===== config.mk =====
export PLATFORM = sky130hd
export DESIGN_NAME = option_bit_reset_loader
export DESIGN_NICKNAME = d
export VERILOG_FILES = /design/src/hdl/option_loader_pkg.sv /design/src/hdl/option_bit_reset_loader.sv
export SDC_FILE = /design/constraint.sdc
export NUM_CORES = 1
export LEC_CHECK = 0
export ABC_CLOCK_PERIOD_IN_PS = 2800
export BUFFER_PORTS_ARGS = -buffer_cell sky130_fd_sc_hd__buf_2
export CAP_MARGIN = 10
export CORE_MARGIN = 1
export CORE_UTILIZATION = 40
export CTS_CLUSTER_DIAMETER = 200
export DETAILED_ROUTE_END_ITERATION = 8
export SYNTH_ARGS = -nofsm -noshare
export SYNTH_HDL_FRONTEND = slang
export SYNTH_SLANG_ARGS = --single-unit
export TNS_END_PERCENT = 20

===== constraint.sdc =====
create_clock -name clk_i -period 2.8 [get_ports clk_i]
set_input_delay 0.28 -clock clk_i [delete_from_list [all_inputs] [get_ports clk_i]]
set_output_delay 0.28 -clock clk_i [all_outputs]
set_load 0.03 [all_outputs]

===== src/hdl/option_loader_pkg.sv =====
/*
  Constants and carrier types for the reset-time option loader.
  Assumes a flash read port that answers a byte read with fixed latency.
*/
// Behaviour
// - Every reset kind starts a fresh fetch of all option bytes from flash.
// - Flash changes after loading have no effect until the next reset.
// - Loading finishes and controls apply before the core leaves reset.
// - The holding registers have no read or write path from the core.
// - One loaded bit picks interrupt or system reset on watchdog time-out.
// - One loaded bit keeps the watchdog running from reset without software.
// - One loaded bit blocks external read access to user code.
// - Loaded bits inhibit program and erase of all or part of user code.
// - One loaded bit keeps or drops the brownout detector in stop state.
// - Loaded bits pick high, medium, low power crystal or external RC mode.
// - Trim and calibration bytes are delivered for oscillator, detector,
//       converter, temperature sensor and watchdog compensation.
// - Response bit 1 (erased default) means reset, 0 means interrupt.
package option_loader_pkg;

  localparam int          ADDR_W       = 13;
  localparam int          OPT_BYTES    = 8;
  localparam int          CNT_W        = 3;
  localparam logic [ADDR_W-1:0] OPT_BASE = 13'h0000;
  localparam int          FLASH_LAT    = 1;
  localparam logic [CNT_W-1:0] LAST_IDX = 3'h7;

  // Byte 0 bit positions
  localparam int          WDT_RSP_BIT  = 7;
  localparam int          WDT_ON_BIT   = 6;
  localparam int          BOD_STOP_BIT = 5;
  localparam int          OSC_LSB      = 3;
  localparam int          RD_PROT_BIT  = 1;
  localparam int          WR_PROT_BIT  = 0;
  // Byte 1 bit position
  localparam int          PART_PROT_BIT = 0;
  // Trim and calibration byte indices
  localparam int          OSC_TRIM_IDX  = 2;
  localparam int          LVD_TRIM_IDX  = 3;
  localparam int          ADC_CAL_IDX   = 4;
  localparam int          TEMP_CAL_IDX  = 5;
  localparam int          WDT_CAL_IDX   = 6;

  typedef enum logic [1:0] {
    OSC_HIGH_XTAL = 2'h3,
    OSC_MED_XTAL  = 2'h2,
    OSC_LOW_XTAL  = 2'h1,
    OSC_EXT_RC    = 2'h0
  } osc_mode_t;

  typedef struct packed {
    logic       watchdog_response_select;
    logic       wdt_always_on;
    logic       supply_brownout_detector_stop_on;
    osc_mode_t  osc_mode;
    logic       code_read_block;
    logic       code_write_block_all;
    logic       code_write_block_part;
  } option_cfg_t;

  typedef struct packed {
    logic [7:0] osc_trim;
    logic [7:0] lvd_trim;
    logic [7:0] adc_cal;
    logic [7:0] temp_cal;
    logic [7:0] wdt_cal;
  } trim_cal_t;

  // Erased flash reads all ones
  localparam option_cfg_t CFG_RESET  = 8'hFF;
  localparam trim_cal_t   TRIM_RESET = 40'hFF_FFFF_FFFF;

endpackage : option_loader_pkg


===== src/hdl/option_bit_reset_loader.sv =====
/*
  Reset-time loader for flash option bytes.
  Assumes rst_i covers system reset, power-on reset and stop-mode recovery,
  and flash answers a read one clock after the address is presented.
*/
`timescale 1ns/10ps
module option_bit_reset_loader (
  input  wire logic                              clk_i,
  input  wire logic                              rst_i,
  output logic [option_loader_pkg::ADDR_W-1:0]   flash_addr_o,
  output logic                                   flash_rd_o,
  input  wire logic [7:0]                        flash_data_i,
  input  wire logic                              wdt_timeout_i,
  output logic                                   core_reset_o,
  output logic                                   load_done_o,
  output option_loader_pkg::option_cfg_t         cfg_o,
  output option_loader_pkg::trim_cal_t           trim_o,
  output logic                                   wdt_run_o,
  output logic                                   wdt_irq_o,
  output logic                                   wdt_sys_reset_o
);
  import option_loader_pkg::*;

  // ------------------------------------------------------------
  // Decode helpers
  // ------------------------------------------------------------
  // A programmed (0) flash bit turns a protection on; erased parts
  // come up unprotected
  function automatic logic prot_on(input logic flash_bit);
    return ~flash_bit;
  endfunction : prot_on

  // ------------------------------------------------------------
  // Fetch sequencer
  // ------------------------------------------------------------
  typedef enum logic [1:0] {ST_ADDR, ST_DATA, ST_DONE} state_t;

  state_t            state_reg, state_next;
  logic [CNT_W-1:0]  idx_reg, idx_next;
  logic [7:0]        opt_mem [OPT_BYTES];
  option_cfg_t       cfg_reg;
  trim_cal_t         trim_reg;
  logic              core_reset_reg, done_reg;
  logic              rd_reg;
  logic [ADDR_W-1:0] addr_reg;
  logic              irq_reg, sysrst_reg, run_reg;

  wire last_byte = (idx_reg == LAST_IDX);
  wire capture   = (state_reg == ST_DATA);
  wire loading   = (state_reg != ST_DONE);

  always_comb begin
    state_next = state_reg;
    idx_next   = idx_reg;
    unique case (state_reg)
      ST_ADDR: state_next = ST_DATA;
      ST_DATA: begin
        if (last_byte) begin
          state_next = ST_DONE;
        end else begin
          state_next = ST_ADDR;
          idx_next   = idx_reg + 3'h1;
        end
      end
      ST_DONE: state_next = ST_DONE;
      default: state_next = ST_ADDR; // Illegal code returns to ST_ADDR and re-reads the current byte
    endcase
  end

  // Any reset restarts the fetch
  always_ff @(posedge clk_i or posedge rst_i) begin
    if (rst_i) begin
      state_reg <= ST_ADDR;
      idx_reg   <= '0;
    end else begin
      state_reg <= state_next;
      idx_reg   <= idx_next;
    end
  end

  wire [ADDR_W-1:0] addr_next = OPT_BASE + ADDR_W'(idx_next);

  always_ff @(posedge clk_i or posedge rst_i) begin
    if (rst_i) begin
      rd_reg   <= 1'b1;
      addr_reg <= OPT_BASE;
    end else begin
      rd_reg   <= (state_next == ST_ADDR);
      addr_reg <= addr_next;
    end
  end

  // ------------------------------------------------------------
  // Hidden holding bytes
  // ------------------------------------------------------------
  // No core bus reaches this array; only this sequencer writes it
  always_ff @(posedge clk_i) begin
    if (capture) begin
      opt_mem[idx_reg] <= flash_data_i;
    end
  end

  wire [7:0] b0 = opt_mem[0];
  wire [7:0] b1 = opt_mem[1];
  wire option_cfg_t cfg_from_mem = '{
    watchdog_response_select:         b0[WDT_RSP_BIT],
    wdt_always_on:                    b0[WDT_ON_BIT],
    supply_brownout_detector_stop_on: b0[BOD_STOP_BIT],
    osc_mode:         osc_mode_t'(b0[OSC_LSB+1:OSC_LSB]),
    code_read_block:       prot_on(b0[RD_PROT_BIT]),
    code_write_block_all:  prot_on(b0[WR_PROT_BIT]),
    code_write_block_part: prot_on(b1[PART_PROT_BIT])
  };
  wire trim_cal_t trim_from_mem = '{
    osc_trim: opt_mem[OSC_TRIM_IDX],
    lvd_trim: opt_mem[LVD_TRIM_IDX],
    adc_cal:  opt_mem[ADC_CAL_IDX],
    temp_cal: opt_mem[TEMP_CAL_IDX],
    wdt_cal:  opt_mem[WDT_CAL_IDX]
  };

  // Last byte lands this cycle, so apply from the next one
  wire apply = (state_reg == ST_DONE) && !done_reg;

  // cfg_o and trim_o frozen after apply; later flash edits wait for a reset
  always_ff @(posedge clk_i or posedge rst_i) begin
    if (rst_i) begin
      cfg_reg        <= CFG_RESET;
      trim_reg       <= TRIM_RESET;
      done_reg       <= 1'b0;
      core_reset_reg <= 1'b1;
    end else if (apply) begin
      cfg_reg        <= cfg_from_mem;
      trim_reg       <= trim_from_mem;
      done_reg       <= 1'b1;
      core_reset_reg <= 1'b1;
    end else if (done_reg) begin
      core_reset_reg <= 1'b0;
    end
  end

  // ------------------------------------------------------------
  // Watchdog steering
  // ------------------------------------------------------------
  wire to_seen = wdt_timeout_i && done_reg && !core_reset_reg;

  always_ff @(posedge clk_i or posedge rst_i) begin
    if (rst_i) begin
      irq_reg    <= 1'b0;
      sysrst_reg <= 1'b0;
      run_reg    <= 1'b0;
    end else begin
      irq_reg    <= to_seen && !cfg_reg.watchdog_response_select;
      sysrst_reg <= to_seen && cfg_reg.watchdog_response_select;
      run_reg    <= done_reg && cfg_reg.wdt_always_on;
    end
  end

  assign flash_addr_o    = addr_reg;
  assign flash_rd_o      = rd_reg;
  assign core_reset_o    = core_reset_reg;
  assign load_done_o     = done_reg;
  assign cfg_o           = cfg_reg;
  assign trim_o          = trim_reg;
  assign wdt_run_o       = run_reg;
  assign wdt_irq_o       = irq_reg;
  assign wdt_sys_reset_o = sysrst_reg;

  // ------------------------------------------------------------
  // Checks
  // ------------------------------------------------------------
  reset_during_load_a: assert property (
    @(posedge clk_i) disable iff (rst_i) loading |-> core_reset_o)
    else $error("core left reset while loading");

  release_after_load_a: assert property (
    @(posedge clk_i) disable iff (rst_i) $fell(core_reset_o) |-> load_done_o)
    else $error("core released before options applied");

  load_finishes_a: assert property (
    @(posedge clk_i) disable iff (rst_i)
    $rose(load_done_o) |-> ##1 !core_reset_o)
    else $error("core reset not released after load");

  cfg_stable_a: assert property (
    @(posedge clk_i) disable iff (rst_i)
    $past(load_done_o) |-> $stable(cfg_o) && $stable(trim_o))
    else $error("configuration changed after load");

  wdt_reset_sel_a: assert property (
    @(posedge clk_i) disable iff (rst_i)
    wdt_sys_reset_o |-> cfg_o.watchdog_response_select && !wdt_irq_o)
    else $error("watchdog reset without reset selection");

  wdt_irq_sel_a: assert property (
    @(posedge clk_i) disable iff (rst_i)
    (to_seen && !cfg_o.watchdog_response_select) |=> wdt_irq_o)
    else $error("watchdog interrupt missing");

  wdt_always_on_a: assert property (
    @(posedge clk_i) disable iff (rst_i)
    (load_done_o && cfg_o.wdt_always_on) |=> wdt_run_o)
    else $error("watchdog not forced on");

  fetch_no_read_a: assert property (
    @(posedge clk_i) disable iff (rst_i) load_done_o |-> !flash_rd_o)
    else $error("flash read after load");

  rd_alternates_a: assert property (
    @(posedge clk_i) disable iff (rst_i)
    (loading && flash_rd_o) |=> !flash_rd_o)
    else $error("read strobe held for two cycles");

  rd_next_byte_a: assert property (
    @(posedge clk_i) disable iff (rst_i)
    (capture && !last_byte) |=> flash_rd_o)
    else $error("next option byte not requested");

  addr_tracks_a: assert property (
    @(posedge clk_i) disable iff (rst_i)
    (loading && flash_rd_o) |-> flash_addr_o == OPT_BASE + ADDR_W'(idx_reg))
    else $error("flash address out of step with byte index");

  addr_in_area_a: assert property (
    @(posedge clk_i) disable iff (rst_i)
    flash_rd_o |-> flash_addr_o < OPT_BASE + ADDR_W'(OPT_BYTES))
    else $error("read outside the option area");

  capture_after_rd_a: assert property (
    @(posedge clk_i) disable iff (rst_i)
    capture |-> $past(flash_rd_o))
    else $error("byte captured without a read");

  no_capture_done_a: assert property (
    @(posedge clk_i) disable iff (rst_i)
    load_done_o |-> !capture)
    else $error("holding bytes rewritten after load");

  done_holds_a: assert property (
    @(posedge clk_i) disable iff (rst_i)
    load_done_o |=> load_done_o)
    else $error("load done dropped without reset");

  core_stays_run_a: assert property (
    @(posedge clk_i) disable iff (rst_i)
    (load_done_o && !core_reset_o) |=> !core_reset_o)
    else $error("core reset reasserted without reset");

  cfg_erased_a: assert property (
    @(posedge clk_i) disable iff (rst_i)
    !load_done_o |-> cfg_o == CFG_RESET)
    else $error("options not at erased default while loading");

  trim_erased_a: assert property (
    @(posedge clk_i) disable iff (rst_i)
    !load_done_o |-> trim_o == TRIM_RESET)
    else $error("trim not at erased default while loading");

  no_wdt_held_a: assert property (
    @(posedge clk_i) disable iff (rst_i)
    core_reset_o |=> !wdt_irq_o && !wdt_sys_reset_o)
    else $error("watchdog action while core held");

  wdt_one_action_a: assert property (
    @(posedge clk_i) disable iff (rst_i)
    !(wdt_irq_o && wdt_sys_reset_o))
    else $error("watchdog raised both interrupt and reset");

  irq_has_cause_a: assert property (
    @(posedge clk_i) disable iff (rst_i)
    wdt_irq_o |-> $past(wdt_timeout_i))
    else $error("watchdog interrupt without time-out");

  wdt_sysrst_sel_a: assert property (
    @(posedge clk_i) disable iff (rst_i)
    (to_seen && cfg_o.watchdog_response_select) |=> wdt_sys_reset_o)
    else $error("watchdog system reset missing");

  run_off_loading_a: assert property (
    @(posedge clk_i) disable iff (rst_i)
    !load_done_o |-> !wdt_run_o)
    else $error("watchdog forced on before options applied");

  run_follows_opt_a: assert property (
    @(posedge clk_i) disable iff (rst_i)
    (load_done_o && !cfg_o.wdt_always_on) |=> !wdt_run_o)
    else $error("watchdog forced on against option");

  // ------------------------------------------------------------
  // Load timing monitor
  // ------------------------------------------------------------
  // Edges from reset release to load done: two per byte plus apply
  localparam int LOAD_EDGES = 2 * OPT_BYTES + 1;

  logic [4:0] fetch_cnt_reg;

  // Helper only; stops counting once the load is done
  always_ff @(posedge clk_i or posedge rst_i) begin
    if (rst_i) begin
      fetch_cnt_reg <= '0;
    end else if (!done_reg) begin
      fetch_cnt_reg <= fetch_cnt_reg + 5'h01;
    end
  end

  fetch_length_a: assert property (
    @(posedge clk_i) disable iff (rst_i)
    $rose(load_done_o) |-> fetch_cnt_reg == 5'(LOAD_EDGES))
    else $error("option load took the wrong number of cycles");

endmodule : option_bit_reset_loader


==> impl_metrics.yaml <==
final_layout:
  layout_common_cells: "buf_2, dfstp_2, edfxtp_1, mux2_2, conb_1"
  layout-drive-gt1-share_pct: 64.5
  fin_cells: 419
  post-route-cell-area_sq_um: 4540
  largest_reg_flops: 48
  antennaDiodeCount: 0
  regMostFlops: "opt_mem"
  fin_nets: 298
  layout_commonest_cell: "buf_2"
  area_growth_pct: 17.2
pwr:
  powerDensity_nw_per_um2: 596
  power.clock.fraction_pct: 37.1
  power_leakage_uw: 0.00175
  swShare_pct: 20.3
  pwr-share-seq_pct: 60.8
  ir_drop_mv: 0.301
  p_comb_share_pct: 2.2
  switchingPower_uw: 549
  internal_power_uw: 2160
grt:
  grt_pass1_wl_microns: 10100
  gr-total-overflow: 0
  grt_pass1_vias: 1870
  grt_max_degree: 33
  antenna_found_initial: 0
  grt_usage_pct: 13.9
setup_path:
  worstSetupPathType: "reg2reg"
  r2r_slack_ns: 0.82
  crit_fanout: 8
  required_ns: 2.79
  end_kind: "register"
  regToRegEndpoint: "opt_mem[3][5]$_DFFE_PP_"
  startpoint: "state_reg[0]$_DFF_PP0_"
  r2r.worst_path.cells: 2
  start_kind: "register"
  worstSetupEndpoint: "opt_mem[3][5]$_DFFE_PP_"
  timing.rr.start: "state_reg[0]$_DFF_PP0_"
  crit_arrival_ns: 1.98
cts:
  clk_pin_slew_ns: 0.10
  post_cts_buffers: 0
  cts_max_level: 3
  clockBufferDepth: 2
  cts_buffers: 9
  cts_hold_buf: 0
  cts_root_buf: "clkbuf_8"
  numClockSinks: 107
  clock_latency_ns: 0.36
  cts_resized: 0
  tritoncts: "yes"
yosys:
  ys_ff_latch: 107
  yosysWarningCount: 0
  synthCells: 207
  synth_area_sq_um: 3880
  yosysUniqueCellTypes: 24
  synth-seq-area-share_pct: 76.9
  synth_area_per_cell_sq_um: 18.7
die:
  die_area_sq_um: 10100
  die_height_microns: 100
  die_w_microns: 100
  core-area_sq_um: 9330
  num_rows: 35
  initial_core_util_pct: 41.6
  io_pins: 78
place:
  io_buffers: 67
  dpl.cell_count: 403
  dp_hpwl_microns: 4420
  pre_cts_slack_ns: 0.778
  place_area_sq_um: 4330
  place_congestion: 0.727
routing:
  final_antenna_net_count: 0
  route.detailed.drc: 0
  via_per_inst: 4.49
  wirelength_microns: 6560
  wire_per_inst_microns: 15.7
  vias: 1880
  initialDrtViolationCount: 30
  drt_pass1_iterations: 4
timing:
  rsz0062_at_grt: "false"
  period_needed_ns: 1.98
  hold_violations: 0
  final_max_slew_viol_count: 0
  skew_ns: 0.00992
  tns_ns: 0
  tightest_slew_ns: 0.773
  finalSetupViolCount: 0
  fmax_mhz: 504
  max_slew_margin_pct: 48.3
  fin_crit_sh_pct: 70.8
  setup_slack_ns: 0.817
run:
  drv_cap: 0
min_path:
  min_path_type: "in2async"
run_status:
  run_status: "finished clean"
[stage by stage]
step / power [uW] / hold WS (ns) / util (%)
finish: 2710 / 0.0123 / 48.7
global route: 2790 / 0.0786 / 48.7
CTS: 2730 / 0.0355 / 48.7
detailed placement: 1740 / 0.379 / 46.4
global placement: 1740 / 0.375 / 46.4
floorplan: 1720 / 0.367 / -
[per-layer routing]
metal	track usage [%]	vias up	wire length (microns)
li1	-	871	-
met1	19.7	947	3180
met5	0	-	0
met2	20.5	55	2990
met3	2.98	7	311
met4	6.69	0	85
[worst min path at each step]
stage,startpoint,end,cells past startpoint
after floorplan,opt_mem[1][0]$_DFFE_PP_,cfg_o[0]$_DFFE_PP1P_,1
after global placement,opt_mem[1][0]$_DFFE_PP_,cfg_o[0]$_DFFE_PP1P_,1
after detailed placement,opt_mem[0][0]$_DFFE_PP_,cfg_o[1]$_DFFE_PP1P_,1
after CTS,rst_i,wdt_irq_o$_DFF_PP0_,2
after global routing,rst_i,wdt_sys_reset_o$_DFF_PP0_,2
final,rst_i,wdt_sys_reset_o$_DFF_PP0_,2
[Yosys cell counts (all sizes together)]
library cell / instances / area [sq um]
dfstp: 50 / 1310
edfxtp: 48 / 1440
mux2: 47 / 529
buf: 15 / 128
dfrtp: 9 / 225
inv: 6 / 22.5
nor2: 6 / 22.5
nand2b: 4 / 25.0
mux2i: 3 / 30.0
nand2: 3 / 11.3
nor3: 3 / 15.0
nor3b: 3 / 33.8
ha: 2 / 25.0
nand3b: 2 / 15.0
a21boi: 1 / 7.51
a21oi: 1 / 5.00
and2: 1 / 6.26
conb: 1 / 3.75
or3b: 1 / 8.76
xor2: 1 / 8.76
[final cells by class]
| type | instances | area [sq um] |
|---|---|---|
| clock buffers | 10 | 128 |
| clock inverters | 6 | 90.1 |
| fillers | 819 | 4780 |
| inverters | 6 | 22.5 |
| multi-input cells | 88 | 781 |
| flip-flops and latches | 107 | 2980 |
| well taps | 129 | 161 |
| repair buffers | 73 | 380 |
[cell families (layout without fill, tap and decap cells)]
group	after synthesis	in the layout	share of synthesized area [%]
xor gates and xnor gates	1	1	0.226
DFF	107	107	76.9
buffers and inverters	21	95	3.87
AOI/OAI and AO/OA	2	2	0.323
adders and majority gates	2	2	0.645
muxes	50	50	14.4
and+or+nand+nor	23	23	3.55
other	1	10	0.0967
[power groups by stage]
stage	Sequential, uW	Combinational, uW	Clock [uW]
floorplan	1680	40.9	0
global placement	1680	60.6	0
detailed placement	1680	61.1	0
CTS	1650	60.8	1030
global route	1650	65.9	1080
finish	1650	58.5	1000
[critical path: stages, from the launching register on]
cell and delay (ns):
dfrtp_1 0.49, or3b_2 0.52, nor2_1 0.61
Power figures use the tool's default switching activity.
